**src/pkg/diag_status_pkg.sv**
```systemverilog
// package with register map, field layouts and carriers of the diag block
package diag_status_pkg;

  // register offsets on the serial register port
  localparam logic [7:0] OFS_SUPPLY_INT_SRC = 8'h0a;
  localparam logic [7:0] OFS_RESERVED_0B = 8'h0b;
  localparam logic [7:0] OFS_BUS_FAULT = 8'h0c;
  localparam logic [7:0] OFS_THERMAL = 8'h0d;
  localparam logic [7:0] OFS_SUPPLY_FLAG = 8'h0e;
  localparam logic [7:0] OFS_RESET_CAUSE = 8'h0f;
  localparam logic [7:0] OFS_BACKUP_0 = 8'h10;
  localparam logic [7:0] OFS_BACKUP_1 = 8'h11;

  // reset values
  localparam logic [7:0] RST_SUPPLY_INT_SRC = 8'h00;
  localparam logic [7:0] RST_BUS_FAULT = 8'h00;
  localparam logic [7:0] RST_THERMAL = 8'h00;
  localparam logic [7:0] RST_SUPPLY_FLAG = 8'haa;
  localparam logic [7:0] RST_RESET_CAUSE = 8'h00;
  localparam logic [7:0] UNMAPPED_READ = 8'h00;

  // supply flags, bit 7 down to bit 0 of both supply registers
  typedef struct packed {
    logic ldo3_power_good_flag;
    logic ldo3_undervoltage_flag;
    logic ldo2_power_good_flag;
    logic ldo2_undervoltage_flag;
    logic five_volt_power_good_flag;
    logic five_volt_undervoltage_flag;
    logic battery_power_good_flag;
    logic battery_undervoltage_flag;
  } supply_flags_t;

  // can fault detector levels, bit 7 down to bit 0
  typedef struct packed {
    logic bus_dominant_clamp;
    logic txd_rxd_short;
    logic rxd_recessive_clamp;
    logic txd_dominant_clamp;
    logic canl_short_supply;
    logic canl_short_ground;
    logic canh_short_ground;
    logic canh_short_supply;
  } bus_faults_t;

  // thermal monitor levels, bit 1 and bit 0
  typedef struct packed {
    logic recovery_140;
    logic warning_160;
  } thermal_flags_t;

  // reset cause event pulses, bit 7 down to bit 0
  typedef struct packed {
    logic reserved;
    logic local_wake;
    logic remote_wake;
    logic window_watchdog;
    logic timeout_watchdog;
    logic startup_watchdog;
    logic ldo1_undervoltage;
    logic thermal_shutdown;
  } reset_events_t;

  // register port request from the serial interface
  typedef struct packed {
    logic rd;
    logic wr;
    logic [7:0] addr;
    logic [7:0] wdata;
  } reg_req_t;

  // whole state of the register bank
  typedef struct packed {
    logic [7:0] int_src;
    bus_faults_t bus_st;
    thermal_flags_t therm;
    supply_flags_t sup_st;
    reset_events_t cause;
    logic [7:0] backup0;
    logic [7:0] backup1;
    logic [7:0] rdata;
    logic rvalid;
  } diag_state_t;

endpackage

```
**src/design/diag_status_regs.sv**
```systemverilog
// diagnostic status register bank: supply, bus, thermal and reset cause
//
// Operation
// - ldo3 flag sets raise interrupt bits 7,6
// - ldo2 flag sets raise interrupt bits 5,4
// - 5v flag sets raise interrupt bits 3,2
// - battery flag sets raise interrupt bits 1,0
// - bus dominant clamp shown in bit 7
// - txd/rxd short shown in bit 6
// - rxd recessive clamp shown in bit 5
// - txd dominant clamp shown in bit 4
// - canl supply/ground shorts in bits 3,2
// - canh ground/supply shorts in bits 1,0
// - 140 degree recovery in thermal bit 1
// - 160 degree warning in thermal bit 0
// - reading reset cause clears all bits except those set by an event in the same cycle
// - local wake exit sets cause bit 6
// - remote wake exit sets cause bit 5
// - offset 0x10 holds fuse bits 32..25
// - offset 0x11 holds fuse bits 40..33
`timescale 1ns/1ps
`default_nettype none
module diag_status_regs #(
  parameter int DATA_W = 8 // register width of the serial map
) (
  input wire logic sys_clk_i, // 10 MHz system clock
  input wire logic srst_i, // synchronous reset, active high
  input wire diag_status_pkg::reg_req_t req_i, // register access
  input wire diag_status_pkg::supply_flags_t supply_i, // live monitors
  input wire diag_status_pkg::bus_faults_t bus_i, // can fault levels
  input wire diag_status_pkg::thermal_flags_t thermal_i, // thermal levels
  input wire diag_status_pkg::reset_events_t events_i, // cause pulses
  input wire logic [15:0] fuse_i, // fuse bits 40..25, loaded in reset
  output logic [7:0] rdata_o, // read data, valid with rvalid_o
  output logic rvalid_o, // one-cycle read answer strobe
  output logic [7:0] int_src_o // sticky supply interrupt sources
);

  // the map is byte wide; any other width cannot be served
  if (DATA_W != 8) begin : g_bad_width
    $error("diag_status_regs supports only 8-bit registers");
  end

  // whole state and its next value
  diag_status_pkg::diag_state_t state;
  diag_status_pkg::diag_state_t next_state;

  // rising edges of the supply flags against the last sampled copy
  logic [7:0] supply_rise;
  // reads and writes decoded per register
  logic rd_cause;
  logic wr_src;

  // edge detect uses the supply status register as the previous sample
  assign supply_rise = supply_i & ~state.sup_st;
  // read of the reset cause register
  assign rd_cause = req_i.rd && req_i.addr == diag_status_pkg::OFS_RESET_CAUSE;
  // write to the interrupt source register
  assign wr_src = req_i.wr &&
    req_i.addr == diag_status_pkg::OFS_SUPPLY_INT_SRC;

  // next state of the bank
  always_comb begin
    next_state = state;
    // interrupt sources: write one clears, a new edge wins over a clear
    next_state.int_src = (state.int_src & ~(wr_src ? req_i.wdata : 8'h00))
      | supply_rise;
    // live mirrors of the detectors
    next_state.bus_st = bus_i;
    next_state.therm = thermal_i;
    next_state.sup_st = supply_i;
    // reset cause: read clears, an event in the same cycle survives
    if (rd_cause) begin
      next_state.cause = diag_status_pkg::RST_RESET_CAUSE;
    end
    // events set their bit; bit 7 stays reserved at zero
    next_state.cause = next_state.cause | events_i;
    next_state.cause.reserved = 1'b0;
    // backup bytes take writes from the microcontroller
    if (req_i.wr && req_i.addr == diag_status_pkg::OFS_BACKUP_0) begin
      next_state.backup0 = req_i.wdata;
    end
    if (req_i.wr && req_i.addr == diag_status_pkg::OFS_BACKUP_1) begin
      next_state.backup1 = req_i.wdata;
    end
    // read answer one cycle after the request
    next_state.rvalid = req_i.rd;
    next_state.rdata = state.rdata;
    if (req_i.rd) begin
      case (req_i.addr)
        diag_status_pkg::OFS_SUPPLY_INT_SRC: begin
          next_state.rdata = state.int_src;
        end
        diag_status_pkg::OFS_BUS_FAULT: begin
          next_state.rdata = state.bus_st;
        end
        diag_status_pkg::OFS_THERMAL: begin
          // bits 7..2 reserved, read as zero
          next_state.rdata = {6'h00, state.therm};
        end
        diag_status_pkg::OFS_SUPPLY_FLAG: begin
          next_state.rdata = state.sup_st;
        end
        diag_status_pkg::OFS_RESET_CAUSE: begin
          next_state.rdata = state.cause;
        end
        diag_status_pkg::OFS_BACKUP_0: begin
          next_state.rdata = state.backup0;
        end
        diag_status_pkg::OFS_BACKUP_1: begin
          next_state.rdata = state.backup1;
        end
        default: begin
          // reserved 0x0b and unmapped offsets
          next_state.rdata = diag_status_pkg::UNMAPPED_READ;
        end
      endcase
    end
  end

  // state register; reset loads fuse copies into the backup bytes
  always_ff @(posedge sys_clk_i) begin
    if (srst_i) begin
      state.int_src <= diag_status_pkg::RST_SUPPLY_INT_SRC;
      state.bus_st <= diag_status_pkg::RST_BUS_FAULT;
      state.therm <= diag_status_pkg::RST_THERMAL[1:0];
      state.sup_st <= diag_status_pkg::RST_SUPPLY_FLAG;
      state.cause <= diag_status_pkg::RST_RESET_CAUSE;
      state.backup0 <= fuse_i[7:0];
      state.backup1 <= fuse_i[15:8];
      state.rdata <= diag_status_pkg::UNMAPPED_READ;
      state.rvalid <= 1'b0;
    end else begin
      state <= next_state;
    end
  end

  // outputs straight from the state flops
  assign rdata_o = state.rdata;
  assign rvalid_o = state.rvalid;
  assign int_src_o = state.int_src;

  // ldo3 power-good edge lands in interrupt bit 7
  a_src_ldo3_set: assert property (@(posedge sys_clk_i) disable iff (srst_i)
    supply_i.ldo3_power_good_flag && !state.sup_st.ldo3_power_good_flag
    |=> int_src_o[7] && state.sup_st.ldo3_power_good_flag)
    else $error("ldo3 power-good edge not latched");

  // ldo2 undervoltage edge lands in bit 4 and holds without a clear
  a_src_ldo2_hold: assert property (@(posedge sys_clk_i) disable iff (srst_i)
    supply_i.ldo2_undervoltage_flag && !state.sup_st.ldo2_undervoltage_flag
    ##1 !wr_src |=> int_src_o[4])
    else $error("ldo2 undervoltage source lost");

  // five volt undervoltage edge lands in bit 2 even under a clear
  a_src_five_wins: assert property (@(posedge sys_clk_i) disable iff (srst_i)
    supply_rise[2] && wr_src && req_i.wdata[2] |=> int_src_o[2])
    else $error("clear beat the 5v undervoltage edge");

  // battery bits clear only by a write of one
  a_src_batt_clear: assert property (@(posedge sys_clk_i) disable iff (srst_i)
    wr_src && req_i.wdata[1:0] == 2'b11 && supply_rise[1:0] == 2'b00
    |=> int_src_o[1:0] == 2'b00)
    else $error("battery sources not cleared");

  // bus faults read back what was present two cycles before the answer
  a_bus_readback: assert property (@(posedge sys_clk_i) disable iff (srst_i)
    ##1 req_i.rd && req_i.addr == diag_status_pkg::OFS_BUS_FAULT
    |=> rvalid_o && rdata_o == $past(bus_i, 2))
    else $error("bus status read mismatch");

  // thermal read carries zero in the reserved bits
  a_therm_reserved: assert property (@(posedge sys_clk_i) disable iff (srst_i)
    req_i.rd && req_i.addr == diag_status_pkg::OFS_THERMAL
    |=> rdata_o[7:2] == 6'h00 && rdata_o[1:0] == $past(state.therm))
    else $error("thermal read wrong");

  // a quiet read of the reset cause leaves it empty
  a_cause_clear: assert property (@(posedge sys_clk_i) disable iff (srst_i)
    rd_cause && events_i == 8'h00 |=> state.cause == 8'h00)
    else $error("reset cause not cleared by read");

  // wake events survive a same-cycle read and show on the next read
  a_cause_wake: assert property (@(posedge sys_clk_i) disable iff (srst_i)
    events_i.local_wake && events_i.remote_wake
    |=> state.cause[6:5] == 2'b11)
    else $error("wake cause lost");

  // backup byte written then read returns the written value
  a_backup_rw: assert property (@(posedge sys_clk_i) disable iff (srst_i)
    req_i.wr && req_i.addr == diag_status_pkg::OFS_BACKUP_1 ##1
    req_i.rd && !req_i.wr && req_i.addr == diag_status_pkg::OFS_BACKUP_1
    |=> rdata_o == $past(req_i.wdata, 2))
    else $error("backup byte readback wrong");

  // supply status follows the monitors one cycle late
  a_supply_live: assert property (@(posedge sys_clk_i) disable iff (srst_i)
    1'b1 |=> state.sup_st == $past(supply_i))
    else $error("supply status not live");

  // ldo3 undervoltage edge lands in interrupt bit 6
  a_src_ldo3_uv: assert property (@(posedge sys_clk_i) disable iff (srst_i)
    supply_rise[6] |=> int_src_o[6])
    else $error("ldo3 undervoltage edge not latched");

  // ldo2 power-good edge lands in interrupt bit 5
  a_src_ldo2_pg: assert property (@(posedge sys_clk_i) disable iff (srst_i)
    supply_rise[5] |=> int_src_o[5])
    else $error("ldo2 power-good edge not latched");

  // ldo2 undervoltage edge lands in interrupt bit 4
  a_src_ldo2_uv: assert property (@(posedge sys_clk_i) disable iff (srst_i)
    supply_rise[4] |=> int_src_o[4])
    else $error("ldo2 undervoltage edge not latched");

  // five volt power-good edge lands in interrupt bit 3
  a_src_five_pg: assert property (@(posedge sys_clk_i) disable iff (srst_i)
    supply_rise[3] |=> int_src_o[3])
    else $error("5v power-good edge not latched");

  // battery power-good edge lands in interrupt bit 1
  a_src_batt_pg: assert property (@(posedge sys_clk_i) disable iff (srst_i)
    supply_rise[1] |=> int_src_o[1])
    else $error("battery power-good edge not latched");

  // battery undervoltage edge lands in interrupt bit 0
  a_src_batt_uv: assert property (@(posedge sys_clk_i) disable iff (srst_i)
    supply_rise[0] |=> int_src_o[0])
    else $error("battery undervoltage edge not latched");

  // sources never change without an edge or a clearing write
  a_src_quiet: assert property (@(posedge sys_clk_i) disable iff (srst_i)
    !wr_src && supply_rise == 8'h00 |=> int_src_o == $past(int_src_o))
    else $error("interrupt source changed on its own");

  // a clearing write of bit 7 with no new edge empties it
  a_src_ldo3_clr: assert property (@(posedge sys_clk_i) disable iff (srst_i)
    wr_src && req_i.wdata[7] && !supply_rise[7] |=> !int_src_o[7])
    else $error("ldo3 power-good source not cleared");

  // a read of the source register returns the sticky bits
  a_src_read: assert property (@(posedge sys_clk_i) disable iff (srst_i)
    req_i.rd && req_i.addr == diag_status_pkg::OFS_SUPPLY_INT_SRC
    |=> rdata_o == $past(int_src_o))
    else $error("interrupt source read wrong");

  // bus status mirrors the fault detectors one cycle late
  a_bus_live: assert property (@(posedge sys_clk_i) disable iff (srst_i)
    1'b1 |=> state.bus_st == $past(bus_i))
    else $error("bus status not live");

  // thermal status mirrors the thermal monitor one cycle late
  a_therm_live: assert property (@(posedge sys_clk_i) disable iff (srst_i)
    1'b1 |=> state.therm == $past(thermal_i))
    else $error("thermal status not live");

  // every cause event in bits 6..0 sets its own bit on the next edge
  a_cause_events: assert property (@(posedge sys_clk_i) disable iff (srst_i)
    events_i != 8'h00
    |=> (state.cause[6:0] & $past(events_i[6:0])) == $past(events_i[6:0]))
    else $error("reset cause event lost");

  // the reserved cause bit never sets
  a_cause_rsvd: assert property (@(posedge sys_clk_i) disable iff (srst_i)
    !state.cause.reserved)
    else $error("reserved cause bit set");

  // without a read or an event the cause register holds
  a_cause_hold: assert property (@(posedge sys_clk_i) disable iff (srst_i)
    !rd_cause && events_i == 8'h00 |=> state.cause == $past(state.cause))
    else $error("reset cause changed on its own");

  // a cause read returns the value before the clear
  a_cause_rdval: assert property (@(posedge sys_clk_i) disable iff (srst_i)
    rd_cause |=> rdata_o == $past(state.cause))
    else $error("reset cause read wrong");

  // a local wake arriving with a read survives the clear
  a_cause_lwake: assert property (@(posedge sys_clk_i) disable iff (srst_i)
    rd_cause && events_i.local_wake |=> state.cause.local_wake)
    else $error("local wake lost under read");

  // a remote wake arriving with a read survives the clear
  a_cause_rwake: assert property (@(posedge sys_clk_i) disable iff (srst_i)
    rd_cause && events_i.remote_wake |=> state.cause.remote_wake)
    else $error("remote wake lost under read");

  // the answer strobe follows each read by exactly one cycle
  a_rvalid_pulse: assert property (@(posedge sys_clk_i) disable iff (srst_i)
    1'b1 |=> rvalid_o == $past(req_i.rd))
    else $error("read answer strobe wrong");

  // read data holds while no read is made
  a_rdata_hold: assert property (@(posedge sys_clk_i) disable iff (srst_i)
    !req_i.rd |=> rdata_o == $past(rdata_o))
    else $error("read data changed without a read");

  // first backup byte takes a write
  a_backup0_wr: assert property (@(posedge sys_clk_i) disable iff (srst_i)
    req_i.wr && req_i.addr == diag_status_pkg::OFS_BACKUP_0
    |=> state.backup0 == $past(req_i.wdata))
    else $error("backup byte 0 write lost");

  // first backup byte holds without a write to it
  a_backup0_keep: assert property (@(posedge sys_clk_i) disable iff (srst_i)
    !(req_i.wr && req_i.addr == diag_status_pkg::OFS_BACKUP_0)
    |=> state.backup0 == $past(state.backup0))
    else $error("backup byte 0 changed");

  // second backup byte takes a write
  a_backup1_wr: assert property (@(posedge sys_clk_i) disable iff (srst_i)
    req_i.wr && req_i.addr == diag_status_pkg::OFS_BACKUP_1
    |=> state.backup1 == $past(req_i.wdata))
    else $error("backup byte 1 write lost");

  // second backup byte holds without a write to it
  a_backup1_keep: assert property (@(posedge sys_clk_i) disable iff (srst_i)
    !(req_i.wr && req_i.addr == diag_status_pkg::OFS_BACKUP_1)
    |=> state.backup1 == $past(state.backup1))
    else $error("backup byte 1 changed");

  // a supply status read returns the live copy
  a_supply_read: assert property (@(posedge sys_clk_i) disable iff (srst_i)
    req_i.rd && req_i.addr == diag_status_pkg::OFS_SUPPLY_FLAG
    |=> rdata_o == $past(state.sup_st))
    else $error("supply status read wrong");

endmodule
`default_nettype wire

```
**config.mk**
```make
export PLATFORM = sky130hd
export DESIGN_NAME = diag_status_regs
export DESIGN_NICKNAME = d
export VERILOG_FILES = /design/src/pkg/diag_status_pkg.sv /design/src/design/diag_status_regs.sv
export SDC_FILE = /design/constraint.sdc
export NUM_CORES = 1
export LEC_CHECK = 0
export BUFFER_PORTS_ARGS = -buffer_cell sky130_fd_sc_hd__buf_4
export CAP_MARGIN = 10
export CORE_UTILIZATION = 51
export CTS_CLUSTER_SIZE = 16
export DETAILED_ROUTE_END_ITERATION = 8
export GPL_TIMING_DRIVEN = 0
export HOLD_SLACK_MARGIN = 0.08
export PLACE_DENSITY = 0.8
export SLEW_MARGIN = 10
export SYNTH_ARGS = -nofsm -noshare
export SYNTH_HDL_FRONTEND = slang
export SYNTH_SLANG_ARGS = --single-unit
```
**constraint.sdc**
```tcl
create_clock -name sys_clk_i -period 2.1 [get_ports sys_clk_i]
set_input_delay 0.105 -clock sys_clk_i [delete_from_list [all_inputs] [get_ports sys_clk_i]]
set_output_delay 0.105 -clock sys_clk_i [all_outputs]
set_load 0.05 [all_outputs]
```
==> results.json <==
{
  "status": "completed",
  "setup_viol": 0,
  "timing.slew.headroom": 0.4704,
  "areaGrowthSynthToFinish_pct": 48.79,
  "holdCritStartpoint": "req_i[17]",
  "syn_inst": 270,
  "postSynth.asyncResetShare": 0,
  "synth.distinct_cells": 36,
  "total_power_w": 0.002589,
  "grt_max_degree": 11,
  "worst_ir_drop_vdd_mv": 0.5716,
  "rsz0062_at_grt": "false",
  "grt_pass1_vias": 2554,
  "use_met1": 0.3565,
  "synth_enable_flop_cells": 16,
  "clock_path_buffers": 2,
  "hold_class": "input port to register",
  "synth_top_flop_cell": "dfxtp_1",
  "worst_setup_path_start_kind": "input port",
  "power_density_nw_per_um2": 658.2,
  "dieWidth_um": 74,
  "htree_levels": 3,
  "required_ns": 2.07,
  "leakage_nw": 1.740,
  "synth_area_leaders": "dfxtp_1, edfxtp_1, nand2_1",
  "fmax_mhz": 569.1,
  "grt-ovfl-total": 0,
  "fin_setup_tns_ns": 0,
  "detail-route-antenna-nets": 0,
  "crit_path_end_kind": "register",
  "synth_area_um2": 2644,
  "route.detailed.drc": 0,
  "yosysWarnings": 0,
  "grt_pass1_wl_um": 11960,
  "use_met2": 0.5232,
  "wl_um": 7796,
  "crit_type": "input port to register",
  "core_um2": 4848,
  "postLayoutCellArea_um2": 3934,
  "post_drt_wl_per_cell_um": 16.45,
  "rows": 25,
  "die-area_um2": 5476,
  "min_to": "rvalid_o$_SDFF_PP0_",
  "fin_crit_sh": 0.8367,
  "place_area_um2": 3283,
  "cap_violations": 0,
  "skew_ns": 0.003878,
  "ys_ff_latch": 58,
  "synth_top_cell_by_area": "dfxtp_1",
  "synth_nets": 332,
  "clkLatencyLatePin_ns": 0.34,
  "post-route-min-period_ns": 1.757,
  "regToRegEndpoint": "rdata_o[0]$_SDFFE_PP0P_",
  "slew_viol_final": 0,
  "multi_input_area_um2": 1125,
  "dp_hpwl_um": 4918,
  "diodes": 0,
  "synth_top_area_share": 0.3180,
  "hold_path_depth": 3,
  "final_util": 0.8114,
  "drive_above_1_share": 0.3268,
  "path_max_fanout": 9,
  "r2r_start": "state[25]$_SDFF_PP0_",
  "tightest_slew_ns": 0.7891,
  "worstPathArrival_ns": 1.73,
  "numCtsBuffers": 9,
  "cts_sinks": 58,
  "grt_busiest_layer": "met2",
  "nFillCells": 294,
  "nets": 465,
  "cts_setup_buffers": 0,
  "antenna_found_initial": 0,
  "drt_first_iter_violations": 211,
  "path_clk_slew_ns": 0.06,
  "finalHoldViolCount": 0,
  "seq_area_um2": 1321,
  "ios": 79,
  "grtUsageMet3": 0.05962,
  "port_buffers": 74,
  "root_buffer": "clkbuf_8",
  "r2r_cells": 3,
  "cts_tree": "done",
  "synth.avg_cell_area_um2": 9.792,
  "ys_seq_area_frac": 0.4998,
  "place.gp.congestion": 0.8171,
  "num_vias": 2562,
  "start_util": 0.5453,
  "ff2ff_setup_slack_ns": 0.71,
  "dieHeight_um": 74,
  "drt-pass1-iter-count": 4,
  "vias_per_cell": 5.405,
  "grt_util_all_layers": 0.3075
}
## power breakdown
group          internal, W  total, W  switching [W]
logic             0.000231  0.000440       0.000209
registers          0.00122   0.00125      0.0000298
clock network     0.000479  0.000897       0.000417
## logic make-up (layout without fill, tap and decap cells)
family / Yosys count / count (layout) / share of synthesized area
flops: 58 / 58 / 0.4998
buf+inv: 33 / 170 / 0.07478
simple gates: 112 / 112 / 0.2120
mux: 17 / 17 / 0.07241
compound gates: 50 / 50 / 0.1410
## Yosys cell counts (8+ instances only)
| cell | n |
|---|---|
| o21ai_2 | 8 |
| mux2i_1 | 9 |
| nor2b_1 | 16 |
| nand2_1 | 52 |
| dfxtp_1 | 42 |
| nand2b_1 | 9 |
| buf_4 | 16 |
| nor2_1 | 10 |
| clkbuf_1 | 8 |
| edfxtp_1 | 16 |
| a21oi_1 | 15 |
## how the worst max path moves through the flow
stage / from / end / slack (ns) / cells after the start
floorplan: req_i[9] / state[10]$_DFFE_PP_ / 0.28 / 4
global placement: req_i[9] / state[15]$_DFFE_PP_ / -0.25 / 5
detailed placement: req_i[9] / state[14]$_DFFE_PP_ / -0.34 / 5
CTS: req_i[9] / state[15]$_DFFE_PP_ / 0.04 / 5
global route: req_i[9] / state[16]$_DFFE_PP_ / 0.26 / 5
finish: req_i[9] / state[11]$_DFFE_PP_ / 0.34 / 5
## stage by stage
| stage | hold WS (ns) | instances | setup WS [ns] |
|---|---|---|---|
| 2_1_floorplan | 0.2088 | 270 | 0.2792 |
| 3_3_place_gp | 0.3024 | 411 | -0.2515 |
| 3_5_place_dp | 0.3049 | 411 | -0.3401 |
| 4_1_cts | 0.08143 | 474 | 0.04319 |
| 5_1_grt | 0.1002 | 474 | 0.2650 |
| 6_report | 0.09191 | 474 | 0.3428 |
## cells in the final DEF, fill, tap and decap left out, types with 3 or more instances in the layout
master / Yosys / layout
o21ai_2: 8 / 8
a22oi_1: 5 / 5
nor3_1: 3 / 3
a21oi_1: 15 / 15
buf_4: 16 / 90
clkbuf_1: 8 / 9
nand2_1: 52 / 52
mux2_2: 7 / 7
nand2b_1: 9 / 9
nor2_1: 10 / 10
inv_1: 3 / 3
dlygate4sd3_1: 0 / 48
or2_2: 4 / 4
dfxtp_1: 42 / 42
o221ai_1: 6 / 6
clkinv_2: 0 / 3
nor2b_1: 16 / 16
mux2i_1: 9 / 9
a22o_1: 7 / 7
buf_2: 5 / 5
edfxtp_1: 16 / 16
nand3_1: 7 / 7
clkbuf_8: 0 / 11
## timing repair
item / CTS / global route
resized for setup: 0 / 2
endpoints found under the setup margin: 0 / 16
endpoints found under the hold margin: 49 / 0
hold buffers: 48 / 0
## layout make-up
| cell class | count | share of cell area |
|---|---|---|
| Buffer | 30 | 0.04739 |
| Clock buffer | 12 | 0.03944 |
| Clock inverter | 3 | 0.003817 |
| Inverter | 3 | 0.002863 |
| Multi-Input combinational cell | 179 | 0.2859 |
| Sequential cell | 58 | 0.3359 |
| Tap cell | 67 | 0.02131 |
| Timing Repair Buffer | 122 | 0.2634 |
## sequential cells by signal (all words and copies together), names as in the netlist
| register | count |
|---|---|
| state | 41 |
| int_src_o | 8 |
| rdata_o | 8 |
| rvalid_o | 1 |
## routing by layer
layer,share of wire,routed length [um]
met1,0.39,3041
met3,0.068,531
met4,0.042,325
met2,0.50,3897
met5,0,0
## critical path: stages
cell and delay [ns]:
buf_4 0.13, nor4b_4 0.48, and2_1 0.26, nand2_1 0.09
o21ai_1 0.65
Power figures use the tool's default switching activity.
